[config.mk]
export PLATFORM = sky130hd
export DESIGN_NAME = adcs_start_sequencer
export DESIGN_NICKNAME = d
export VERILOG_FILES = /design/src/verilog/adcs_sar_core.v /design/src/verilog/adcs_start_sequencer.v
export VERILOG_INCLUDE_DIRS = /design/src /design/src/verilog
export SDC_FILE = /design/constraint.sdc
export NUM_CORES = 1
export LEC_CHECK = 0
export ABC_AREA = 1
export BUFFER_PORTS_ARGS = -buffer_cell sky130_fd_sc_hd__buf_2
export CORE_MARGIN = 2
export CORE_UTILIZATION = 48
export DETAILED_ROUTE_END_ITERATION = 8
export GPL_ROUTABILITY_DRIVEN = 1
export GPL_TIMING_DRIVEN = 1
export PLACE_DENSITY = 0.79
export SLEW_MARGIN = 20
export SYNTH_ARGS = -nofsm -noshare
export SYNTH_HDL_FRONTEND = slang
export SYNTH_SLANG_ARGS = --single-unit
export TNS_END_PERCENT = 20
[constraint.sdc]
create_clock -name mclk -period 3 [get_ports mclk]
set_input_delay 0.15 -clock mclk [delete_from_list [all_inputs] [get_ports mclk]]
set_output_delay 0.15 -clock mclk [all_outputs]
set_load 0.03 [all_outputs]
[src/verilog/adcs_map.vh]
`ifndef ADCS_MAP_VH
`define ADCS_MAP_VH
// register byte offsets
`define ADCS_OFF_MODE 8'h00
`define ADCS_OFF_RESULT 8'h04
`define ADCS_OFF_PINCNT 8'h08
`define ADCS_OFF_STATUS 8'h0c
`define ADCS_OFF_MASK 8'h10
// mode register fields
`define ADCS_MODE_RUN 7
`define ADCS_MODE_TRIG 6
`define ADCS_CH_HI 3
`define ADCS_CH_LO 1
`define ADCS_MODE_RST 8'h00
`define ADCS_PINCNT_RST 4'h0
`define ADCS_PINCNT_MAX 4'h8
// status bit of the completion flag
`define ADCS_ST_DONE 0
`define ADCS_RESP_OKAY 2'b00
`define ADCS_RESP_SLVERR 2'b10
`endif

[src/verilog/adcs_sar_core.v]
`timescale 1ns/1ns
`include "adcs_map.vh"
// successive approximation over WIDTH bits, msb first
module adcs_sar_core #(
	parameter WIDTH = 8,
	parameter SAMPLE_CYCLES = 4
) (
	input wire mclk,
	input wire rst,
	input wire start,
	input wire abort,
	input wire hold,
	input wire compGe,
	output reg [WIDTH-1:0] trial,
	output reg busy,
	output reg sampling,
	output reg done,
	output reg [WIDTH-1:0] result
);
	reg [WIDTH-1:0] bitPtr;
	reg [7:0] sampleCnt;
	always @(posedge mclk) begin
		// a stopped clock must not lose a completion that is still waiting to be seen
		done <= done && hold && !rst;
		if (rst) begin
			trial <= {WIDTH{1'b0}};
			bitPtr <= {WIDTH{1'b0}};
			busy <= 1'b0;
			sampling <= 1'b0;
			sampleCnt <= 8'h00;
			result <= {WIDTH{1'b0}};
		end else if (hold) begin
			busy <= busy;
		end else if (abort) begin
			busy <= 1'b0;
			sampling <= 1'b0;
			trial <= {WIDTH{1'b0}};
		end else if (start) begin
			busy <= 1'b1;
			sampling <= 1'b1;
			sampleCnt <= SAMPLE_CYCLES[7:0];
			trial <= {WIDTH{1'b0}};
			bitPtr <= {1'b1, {(WIDTH-1){1'b0}}};
		end else if (busy && sampling) begin
			if (sampleCnt == 8'h01) begin
				sampling <= 1'b0;
				trial <= bitPtr;
			end
			sampleCnt <= sampleCnt - 8'h01;
		end else if (busy) begin
			// keep trial bit when input is at or above the tap
			if (bitPtr == {{(WIDTH-1){1'b0}}, 1'b1}) begin
				result <= compGe ? trial : (trial & ~bitPtr);
				busy <= 1'b0;
				done <= 1'b1;
				trial <= {WIDTH{1'b0}};
			end else begin
				trial <= (compGe ? trial : (trial & ~bitPtr)) | (bitPtr >> 1);
				bitPtr <= bitPtr >> 1;
			end
		end
	end
endmodule // adcs_sar_core

[src/verilog/adcs_start_sequencer.v]
// Implementation choices: the register addresses and the AXI4-Lite register port.
`timescale 1ns/1ns
`include "adcs_map.vh"
// What this block does
// - trigger select and run both set: wait armed until external trigger
// - on trigger convert channel chosen by mode bits 1-3
// - each completion stores result and raises completion interrupt
// - trigger mode: one conversion per trigger, then wait again
// - trigger mode: rewrite with run set aborts, returns armed
// - rewrite with run clear stops conversion immediately
// - software mode with run set starts converting at once
// - software mode restarts after each completion until rewrite
// - software mode: rewrite with run set restarts with new settings
// - mode writes never clear the completion flag
// - a completion just before a rewrite may leave flag and result set
// - runs on main clock; halts when clock stopped or subclock halt
// - eight-bit successive approximation, bit 7 down to bit 0
// - four-bit pin count, reset zero, values 0..8 only
module adcs_start_sequencer #(
	parameter WIDTH = 8,
	parameter SAMPLE_CYCLES = 4
) (
	input wire mclk,
	input wire rst,
	input wire clkHalt,
	input wire extTriggerIn,
	input wire compGe,
	output wire [WIDTH-1:0] dacTap,
	output reg [2:0] muxSel,
	output reg [7:0] analogPinEnable,
	output reg convBusy,
	output wire convDoneIrq,
	input wire [7:0] s_axi_awaddr,
	input wire s_axi_awvalid,
	output wire s_axi_awready,
	input wire [31:0] s_axi_wdata,
	input wire [3:0] s_axi_wstrb,
	input wire s_axi_wvalid,
	output wire s_axi_wready,
	output reg [1:0] s_axi_bresp,
	output reg s_axi_bvalid,
	input wire s_axi_bready,
	input wire [7:0] s_axi_araddr,
	input wire s_axi_arvalid,
	output wire s_axi_arready,
	output reg [31:0] s_axi_rdata,
	output reg [1:0] s_axi_rresp,
	output reg s_axi_rvalid,
	input wire s_axi_rready
);
	localparam ST_IDLE = 3'b001;
	localparam ST_ARMED = 3'b010;
	localparam ST_CONV = 3'b100;

	reg [7:0] convModeReg;
	reg [3:0] analogPinCountReg;
	reg [WIDTH-1:0] convResultReg;
	reg convDoneFlag;
	reg convDoneMask;
	reg [2:0] state;
	reg [2:0] next_state;
	reg trigMode;
	reg trigPrev;
	reg awHeld;
	reg wHeld;
	reg [7:0] awAddr;
	reg [31:0] wData;
	reg [3:0] wStrb;

	wire sarBusy;
	wire sarSampling;
	wire sarDone;
	wire [WIDTH-1:0] sarResult;
	wire trigEdge;
	wire wrFire;
	wire modeWr;
	wire runBit;
	wire trigBit;
	reg sarStart;
	reg sarAbort;

	// write address and data may arrive in either order; hold each until both present
	assign s_axi_awready = !awHeld && !s_axi_bvalid;
	assign s_axi_wready = !wHeld && !s_axi_bvalid;
	assign s_axi_arready = !s_axi_rvalid;

	wire awNow = awHeld || (s_axi_awvalid && s_axi_awready);
	wire wNow = wHeld || (s_axi_wvalid && s_axi_wready);
	wire [7:0] curAw = awHeld ? awAddr : s_axi_awaddr;
	wire [31:0] curW = wHeld ? wData : s_axi_wdata;
	wire [3:0] curStrb = wHeld ? wStrb : s_axi_wstrb;
	assign wrFire = awNow && wNow && !s_axi_bvalid;
	assign modeWr = wrFire && (curAw == `ADCS_OFF_MODE) && curStrb[0];
	assign runBit = curW[`ADCS_MODE_RUN];
	assign trigBit = curW[`ADCS_MODE_TRIG];

	// gated clock model: halt freezes sequencer, SAR core and trigger detect; register writes, muxSel included, still land
	wire active = !clkHalt;
	assign trigEdge = active && extTriggerIn && !trigPrev;

	always @(posedge mclk) begin
		if (rst) begin
			awHeld <= 1'b0;
			wHeld <= 1'b0;
			awAddr <= 8'h00;
			wData <= 32'h00000000;
			wStrb <= 4'h0;
			s_axi_bvalid <= 1'b0;
			s_axi_bresp <= `ADCS_RESP_OKAY;
		end else begin
			if (wrFire) begin
				awHeld <= 1'b0;
				wHeld <= 1'b0;
				s_axi_bvalid <= 1'b1;
				case (curAw)
					`ADCS_OFF_MODE, `ADCS_OFF_RESULT, `ADCS_OFF_PINCNT,
					`ADCS_OFF_STATUS, `ADCS_OFF_MASK: s_axi_bresp <= `ADCS_RESP_OKAY;
					default: s_axi_bresp <= `ADCS_RESP_SLVERR;
				endcase
			end else begin
				if (s_axi_awvalid && s_axi_awready) begin
					awHeld <= 1'b1;
					awAddr <= s_axi_awaddr;
				end
				if (s_axi_wvalid && s_axi_wready) begin
					wHeld <= 1'b1;
					wData <= s_axi_wdata;
					wStrb <= s_axi_wstrb;
				end
			end
			if (s_axi_bvalid && s_axi_bready)
				s_axi_bvalid <= 1'b0;
		end
	end

	// registers
	always @(posedge mclk) begin
		if (rst) begin
			convModeReg <= `ADCS_MODE_RST;
			analogPinCountReg <= `ADCS_PINCNT_RST;
			convDoneMask <= 1'b0;
			convResultReg <= {WIDTH{1'b0}};
		end else begin
			if (modeWr)
				convModeReg <= curW[7:0];
			// prohibited pin counts are ignored
			if (wrFire && curAw == `ADCS_OFF_PINCNT && curStrb[0] &&
				curW[3:0] <= `ADCS_PINCNT_MAX)
				analogPinCountReg <= curW[3:0];
			if (wrFire && curAw == `ADCS_OFF_MASK && curStrb[0])
				convDoneMask <= curW[`ADCS_ST_DONE];
			// a completion racing a rewrite still lands
			if (sarDone)
				convResultReg <= sarResult;
		end
	end

	// flag: set wins over write-one-to-clear; mode writes do not touch it
	always @(posedge mclk) begin
		if (rst)
			convDoneFlag <= 1'b0;
		else if (sarDone)
			convDoneFlag <= 1'b1;
		else if (wrFire && curAw == `ADCS_OFF_STATUS && curStrb[0] &&
			curW[`ADCS_ST_DONE])
			convDoneFlag <= 1'b0;
	end
	assign convDoneIrq = convDoneFlag && convDoneMask;

	// thermometer of analog-enabled inputs, counted from input 0
	integer i;
	always @(posedge mclk) begin
		if (rst)
			analogPinEnable <= 8'h00;
		else
			for (i = 0; i < 8; i = i + 1)
				analogPinEnable[i] <= (i < analogPinCountReg);
	end

	// sequencer
	always @* begin
		next_state = state;
		sarStart = 1'b0;
		sarAbort = 1'b0;
		if (!active) begin
			next_state = state;
		end else if (modeWr) begin
			sarAbort = 1'b1;
			if (!runBit)
				next_state = ST_IDLE;
			else if (trigBit)
				next_state = ST_ARMED;
			else begin
				next_state = ST_CONV;
				sarStart = 1'b1;
			end
		end else begin
			case (state)
				ST_IDLE: next_state = ST_IDLE;
				ST_ARMED: begin
					if (trigEdge) begin
						next_state = ST_CONV;
						sarStart = 1'b1;
					end
				end
				ST_CONV: begin
					if (sarDone) begin
						if (trigMode)
							next_state = ST_ARMED;
						else
							sarStart = 1'b1;
					end
				end
				default: next_state = ST_IDLE;
			endcase
		end
	end

	always @(posedge mclk) begin
		if (rst) begin
			state <= ST_IDLE;
			trigMode <= 1'b0;
			muxSel <= 3'h0;
			trigPrev <= 1'b0;
			convBusy <= 1'b0;
		end else begin
			if (active)
				trigPrev <= extTriggerIn;
			state <= next_state;
			convBusy <= (next_state == ST_CONV);
			if (modeWr) begin
				trigMode <= trigBit;
				muxSel <= curW[`ADCS_CH_HI:`ADCS_CH_LO];
			end
		end
	end

	wire [WIDTH-1:0] trial_w;
	assign dacTap = sarBusy ? trial_w : {WIDTH{1'b0}};

	adcs_sar_core #(
		.WIDTH(WIDTH),
		.SAMPLE_CYCLES(SAMPLE_CYCLES)
	) uSar (
		.mclk(mclk),
		.rst(rst),
		.start(sarStart),
		.abort(sarAbort && !sarStart),
		.hold(!active),
		.compGe(compGe && active),
		.trial(trial_w),
		.busy(sarBusy),
		.sampling(sarSampling),
		.done(sarDone),
		.result(sarResult)
	);

	// reads
	always @(posedge mclk) begin
		if (rst) begin
			s_axi_rvalid <= 1'b0;
			s_axi_rdata <= 32'h00000000;
			s_axi_rresp <= `ADCS_RESP_OKAY;
		end else begin
			if (s_axi_arvalid && s_axi_arready) begin
				s_axi_rvalid <= 1'b1;
				s_axi_rresp <= `ADCS_RESP_OKAY;
				case (s_axi_araddr)
					`ADCS_OFF_MODE: s_axi_rdata <= {24'h000000, convModeReg};
					`ADCS_OFF_RESULT: s_axi_rdata <= {{(32-WIDTH){1'b0}}, convResultReg};
					`ADCS_OFF_PINCNT: s_axi_rdata <= {28'h0000000, analogPinCountReg};
					`ADCS_OFF_STATUS: s_axi_rdata <= {30'h00000000, convBusy, convDoneFlag};
					`ADCS_OFF_MASK: s_axi_rdata <= {31'h00000000, convDoneMask};
					default: begin
						s_axi_rdata <= 32'h00000000;
						s_axi_rresp <= `ADCS_RESP_SLVERR;
					end
				endcase
			end else if (s_axi_rvalid && s_axi_rready)
				s_axi_rvalid <= 1'b0;
		end
	end
endmodule // adcs_start_sequencer

## Yosys cells after proc, flatten, opt, wreduce, memory -nomap -nowiden

Index checks and enable logic that the tools add are counted.

- Bits in registers: 131
- Output and inout port bits: 62

- Equality and inequality tests: 17
- Bitwise logic cells: 8
- Multiplexer cells: 58
- Reductions and logical operators: 58
- $add $sub $neg: 1
- $lt $le $gt $ge: 9

Operators by type and width:

| kind | count |
|---|---|
| 8-bit 2-to-1 mux | 16 |
| 8-bit one-hot mux with 5 select lines | 1 |
| 8-bit by 4-bit == test with 1-bit output (second input constant) | 4 |
| 1-bit 2-to-1 mux | 30 |
| 1-bit logical AND | 27 |
| 3-bit 2-to-1 mux | 7 |
| 8-bit by 1-bit == test with 1-bit output (second input constant) | 2 |
| 8-bit by 3-bit == test with 1-bit output (second input constant) | 2 |
| 8-bit by 5-bit == test with 1-bit output (second input constant) | 2 |
| 8-bit zero test | 2 |
| 3-bit by 4-bit less-than comparator with 1-bit output (first input constant) | 4 |
| 5-bit OR reduction | 2 |
| 3-bit AND reduction | 3 |
| 8-bit bitwise AND | 1 |
| 1-bit zero test | 8 |
| 1-bit by 4-bit less-than comparator with 1-bit output (first input constant) | 2 |
| 2-bit by 4-bit less-than comparator with 1-bit output (first input constant) | 2 |
| 8-bit NOT | 1 |
| 8-bit by 7-bit OR with 8-bit output | 1 |
| 2-bit nonzero test | 4 |
| 8-bit by 1-bit subtractor with 8-bit output (second input constant) | 1 |
| 3-bit == test (second input constant) | 2 |
| 3-bit one-hot mux with 2 select lines | 1 |
| 2-bit AND reduction | 3 |
| other kinds (14) | 23 |

## Logic depth before layout (Yosys ltp)

- Depth after elaboration: 15
- Depth in mapped cells: 17
- Mapped depth without buffers: 15

## Hierarchy

A second synthesis with hierarchy kept.

- Cells, all modules: 726
- Area total of the unflattened synthesis: 5206.2 µm²

Modules (own cells, without submodules):

| module | cells each | instances | area each (µm²) | sequential area each (µm²) |
|---|---|---|---|---|
| adcs_start_sequencer | 461 | 1 | 3344.5 | 1321.3 |
| adcs_sar_core | 265 | 1 | 1861.8 | 700.7 |

## Worst setup path before layout

No wires, ideal clock.

- Kind: register -> register
- Start point: register s_axi_bvalid
- End point: register uSar.bitPtr[0]
- Cell stages (with the launch flop): 10
- Arrival time: 1.804 ns
- Data required time: 2.882 ns
- Clock period less this slack: 1.923 ns
- Path buffers: 2
- Slack: 1.077 ns
- Setup time: 0.118 ns
- Path through: dfxtp_1 buf_2 o21bai_1 nand2_2 nor2_8 a31oi_2 buf_2 nand3_1 nand2_1 o21ai_1

- Longest elaborated chain between the ends: 14

RTL lines:

| element | line | RTL |
|---|---|---|
| start, declared | adcs_start_sequencer.v:41 | `output reg s_axi_bvalid,` |
| start signal, assigned | adcs_start_sequencer.v:108 | `s_axi_bvalid <= 1'b0;` |
| start signal, assigned | adcs_start_sequencer.v:114 | `s_axi_bvalid <= 1'b1;` |
| start signal, assigned | adcs_start_sequencer.v:132 | `s_axi_bvalid <= 1'b0;` |
| 1-bit zero test * | adcs_start_sequencer.v:83, adcs_start_sequencer.v:84, adcs_start_sequencer.v:92 |  |
| 1-bit logical AND, on equally long branches | adcs_start_sequencer.v:83, adcs_start_sequencer.v:84 |  |
| 1-bit logical AND, on equally long branches | adcs_start_sequencer.v:87, adcs_start_sequencer.v:88 |  |
| 1-bit logical OR, on equally long branches | adcs_start_sequencer.v:87, adcs_start_sequencer.v:88 |  |
| 1-bit logical AND | adcs_start_sequencer.v:92 | `assign wrFire = awNow && wNow && !s_axi_bvalid;` |
| 1-bit logical AND * | adcs_start_sequencer.v:92 |  |
| 1-bit logical AND * (2 in a row) | adcs_start_sequencer.v:93 | `` assign modeWr = wrFire && (curAw == `ADCS_OFF_MODE) && curStrb[0]; `` |
| 1-bit 2-to-1 mux | adcs_start_sequencer.v:187 | `end else if (modeWr) begin` |
| 1-bit 2-to-1 mux | adcs_start_sequencer.v:185 | `if (!active) begin` |
| 1-bit zero test | adcs_start_sequencer.v:248 | `.abort(sarAbort && !sarStart),` |
| 1-bit logical AND | adcs_start_sequencer.v:248 |  |
| 1-bit NOT (no source line) | -- |  |
| 5-bit AND reduction (no source line) | -- |  |
| end signal, assigned | adcs_sar_core.v:27 | `bitPtr <= {WIDTH{1'b0}};` |
| end signal, assigned | adcs_sar_core.v:43 | `bitPtr <= {1'b1, {(WIDTH-1){1'b0}}};` |
| end signal, assigned | adcs_sar_core.v:59 | `bitPtr <= bitPtr >> 1;` |
| end, declared | adcs_sar_core.v:20 | `reg [WIDTH-1:0] bitPtr;` |

Mark *: on every way between the ends. The rest lies on a longest branch, timed or not.
A chain may end at the register's enable or synchronous reset.

## Final worst setup path

- Start point: register wHeld
- End point: register uSar.bitPtr[2]

- Longest elaborated chain between the ends: 14

RTL lines:

| element | line | RTL |
|---|---|---|
| start, declared | adcs_start_sequencer.v:65 | `reg wHeld;` |
| start signal, assigned | adcs_start_sequencer.v:104 | `wHeld <= 1'b0;` |
| start signal, assigned | adcs_start_sequencer.v:113 | `wHeld <= 1'b0;` |
| start signal, assigned | adcs_start_sequencer.v:126 | `wHeld <= 1'b1;` |
| 1-bit zero test | adcs_start_sequencer.v:84 | `assign s_axi_wready = !wHeld && !s_axi_bvalid;` |
| 1-bit logical AND | adcs_start_sequencer.v:84 |  |
| 1-bit logical AND | adcs_start_sequencer.v:88 | `wire wNow = wHeld \|\| (s_axi_wvalid && s_axi_wready);` |
| 1-bit logical OR | adcs_start_sequencer.v:88 |  |
| 1-bit logical AND (2 in a row) | adcs_start_sequencer.v:92 |  |
| 1-bit logical AND (2 in a row) | adcs_start_sequencer.v:93 |  |
| 1-bit 2-to-1 mux | adcs_start_sequencer.v:187 |  |
| 1-bit 2-to-1 mux | adcs_start_sequencer.v:185 |  |
| 1-bit zero test | adcs_start_sequencer.v:248 |  |
| 1-bit logical AND | adcs_start_sequencer.v:248 |  |
| 1-bit NOT (no source line) | -- |  |
| 5-bit AND reduction (no source line) | -- |  |

Several ways; a longest one is shown, not always the timed one.

==> reports/qor.yml <==
postSynthAreaPerCell_um2: 6.95
power_density_mw_per_mm2: 470
drv_cap: 0
cts_sinks: 101
cp.arrival_ps: 2810
antenna_found_initial: 0
synth_edf_count: 0
area_delta_synth_final_pct: 9.62
synthCells: 741
final.min_clock_period_ps: 2540
firstDrtPassIters: 4
report.power.total_uw: 2660
drive_above_1_share_pct: 15.8
cts_buffer_depth: 2
cp_max_fo: 25
peakVddDrop_uv: 217
yosys.area.top_type_share_pct: 39.3
multi_input_area_mm2: 0.00255
fmax_mhz: 394
grt_usage_pct: 19.6
synth-seq-cells: 101
cts-root-buf: "clkbuf_8"
period_share_pct: 84.5
antenna_cells: 0
path_cells: "o21bai_1 -> nand2_2 -> nor2_8 -> nand3_4 -> nand2_2 -> nand2_4 -> a21oi_2 -> nand2_1 -> nand2_1 -> nor2_1"
insertion_delay_ps: 380
io_pins: 124
ys_seq_area_share_pct: 39.3
grt_pass1_vias: 4195
wl_met1_um: 5060
synth_area_leaders: "dfxtp_1, nand2_1, nor2_1, a21oi_1, o21ai_0"
power_leakage_uw: 0.00263
routabilityCongestion: 0.905
route.met3.wl_um: 621
wl_per_cell_um: 11.6
regArea_mm2: 0.00202
ant_nets: 0
vias: 4661
core_mm2: 0.0104
tritoncts: "yes"
hold_viol: 0
cts_resized: 0
n_fill_cell: 1084
synth_flop_cell: "dfxtp_1"
chipWidth_um: 108
synth_common_cells: "nand2_1, nor2_1, dfxtp_1"
r2r_cells: 10
post_cts_buffers: 0
crit_slowest_cell: "dfxtp_1"
placed_cell_area_mm2: 0.00545
routed.top_layer: "met4"
end_kind: "flop"
cts-buffers-inserted: 9
rsz0062_at_grt: "false"
grt_first_pass_wirelength_um: 18600
drc: 0
cts_hold_buf: 1
worst_pin_slew_ps: 648
synth_top_area_cell: "dfxtp_1"
cts_htree_levels: 3
grt_start_max_net_pins: 48
routed-wl-met2_um: 5130
start_kind: "flop"
clk_pin_slew_worst_paths_ps: 110
fp-row-count: 37
yosysMostFrequentCell: "nand2_1"
drt-total-wl_um: 10900
critPathKind: "reg2reg"
finClkSkew_ps: 19.5
synthDistinctLibCells: 44
fin_cells: 938
dr.first_iter.drc_count: 248
cp.required_ps: 3270
syn-cell-area_mm2: 0.00515
dp.cells: 921
slowest_delay_ps: 750
fp.dieH_um: 108
ys_warn_count: 0
viasPerCell: 4.97
drv_slew: 0
slew_headroom_pct: 56.8
nNetsFinal: 861
start_util_pct: 49.7
design_area_mm2: 0.00565
status: "complete, no violations"
port_buffers: 70
overflow: 0
hpwl_um: 8000
min_delay_path_depth: 3
fin_tns_setup_ps: 0
hold_path_class: "in2reg"
die_area_mm2: 0.0116
async_flop_share_pct: 0
setup_viol: 0
==> kinds of logic (layout without fill, tap and decap cells) <==
kind of cell / Yosys count / after routing / share of synthesized area [%]
buffers and inverters: 140 / 176 / 13.1
other: 1 / 26 / 0.0728
flip-flops: 101 / 101 / 39.3
adder cells (fa/ha/maj): 2 / 2 / 0.486
AO/OA/AOI/OAI: 160 / 160 / 17.2
XOR/XNOR: 6 / 6 / 1.02
AND/OR/NAND/NOR: 331 / 331 / 28.9
==> stage by stage <==
| stage | utilization, % | hold slack (ps) | worst slack (ps) |
|---|---|---|---|
| 2_1_floorplan | - | 249 | 1080 |
| 3_3_place_gp | 52.5 | 336 | 544 |
| 3_5_place_dp | 52.5 | 339 | 484 |
| 4_1_cts | 54.5 | 6.53 | 450 |
| 5_1_grt | 54.5 | 19.5 | 172 |
| 6_report | 54.5 | 11.3 | 464 |
==> flip-flops by register name (all words and copies together), names as in the netlist, 3 cells and up <==
signal,count
s_axi_rdata,8
convModeReg,8
wData,8
uSar.trial,8
awAddr,8
analogPinEnable,8
uSar.bitPtr,8
uSar.sampleCnt,8
analogPinCountReg,4
convResultReg,8
state,3
uSar.result,8
==> routing by layer <==
layer,vias up,global-route usage [%]
met5,-,0
li1,2463,-
met3,14,3.45
met4,0,6.32
met2,122,33.4
met1,2062,25.2
==> cell usage in the layout, fill, tap and decap left out, types with 3 or more instances in the layout <==
cell type | synthesis | routed
nand2_1 | 140 | 140
nor2_1 | 115 | 115
dfxtp_1 | 101 | 101
inv_1 | 74 | 74
buf_2 | 6 | 70
a21oi_1 | 66 | 66
o21ai_0 | 59 | 59
conb_1 | 1 | 26
nand3_1 | 22 | 22
nand2_2 | 12 | 12
nand4_1 | 11 | 11
nor3_1 | 10 | 10
clkbuf_8 | 0 | 10
o21ai_1 | 8 | 8
nor4_1 | 6 | 6
clkinv_1 | 5 | 5
nand2_4 | 4 | 4
nand3_4 | 4 | 4
xor2_1 | 4 | 4
a32o_1 | 4 | 4
a31oi_1 | 4 | 4
buf_4 | 32 | 4
nor2_2 | 3 | 3
inv_2 | 3 | 3
o22ai_1 | 3 | 3
==> where the power goes <==
group	total (uW)	internal, uW	switching (uW)
Clock	850	341	509
Combinational	378	105	273
Sequential	1430	1390	38.7
Total	2660	1840	821
==> worst paths after layout <==
check | startpoint | endpoint | slack [ps]
min | s_axi_wdata[3] | wData[3]$_SDFFE_PP0P_ | 10
min reg2reg | awAddr[4]$_SDFFE_PP0P_ | awAddr[4]$_SDFFE_PP0P_ | 460
max reg2reg | wHeld$_SDFFE_PP0P_ | uSar.bitPtr[2]$_SDFFE_PP0P_ | 460
max | wHeld$_SDFFE_PP0P_ | uSar.bitPtr[2]$_SDFFE_PP0P_ | 460
==> layout make-up <==
class                           instances  area share (%)
Clock inverter                          6           0.931
Clock buffer                           10            2.44
Multi-Input combinational cell        525            45.1
Inverter                               85            5.76
Sequential cell                       101            35.8
Tap cell                              136            3.01
Timing Repair Buffer                   75            6.91
==> worst max-delay path: cells and delay by family, from the launching register on <==
family / cells / cell delay (ps)
DFF: 1 / 750
and+or+nand+nor: 8 / 980
AOI/OAI and AO/OA: 2 / 690
Note: power is estimated with default switching activity, not from simulation.
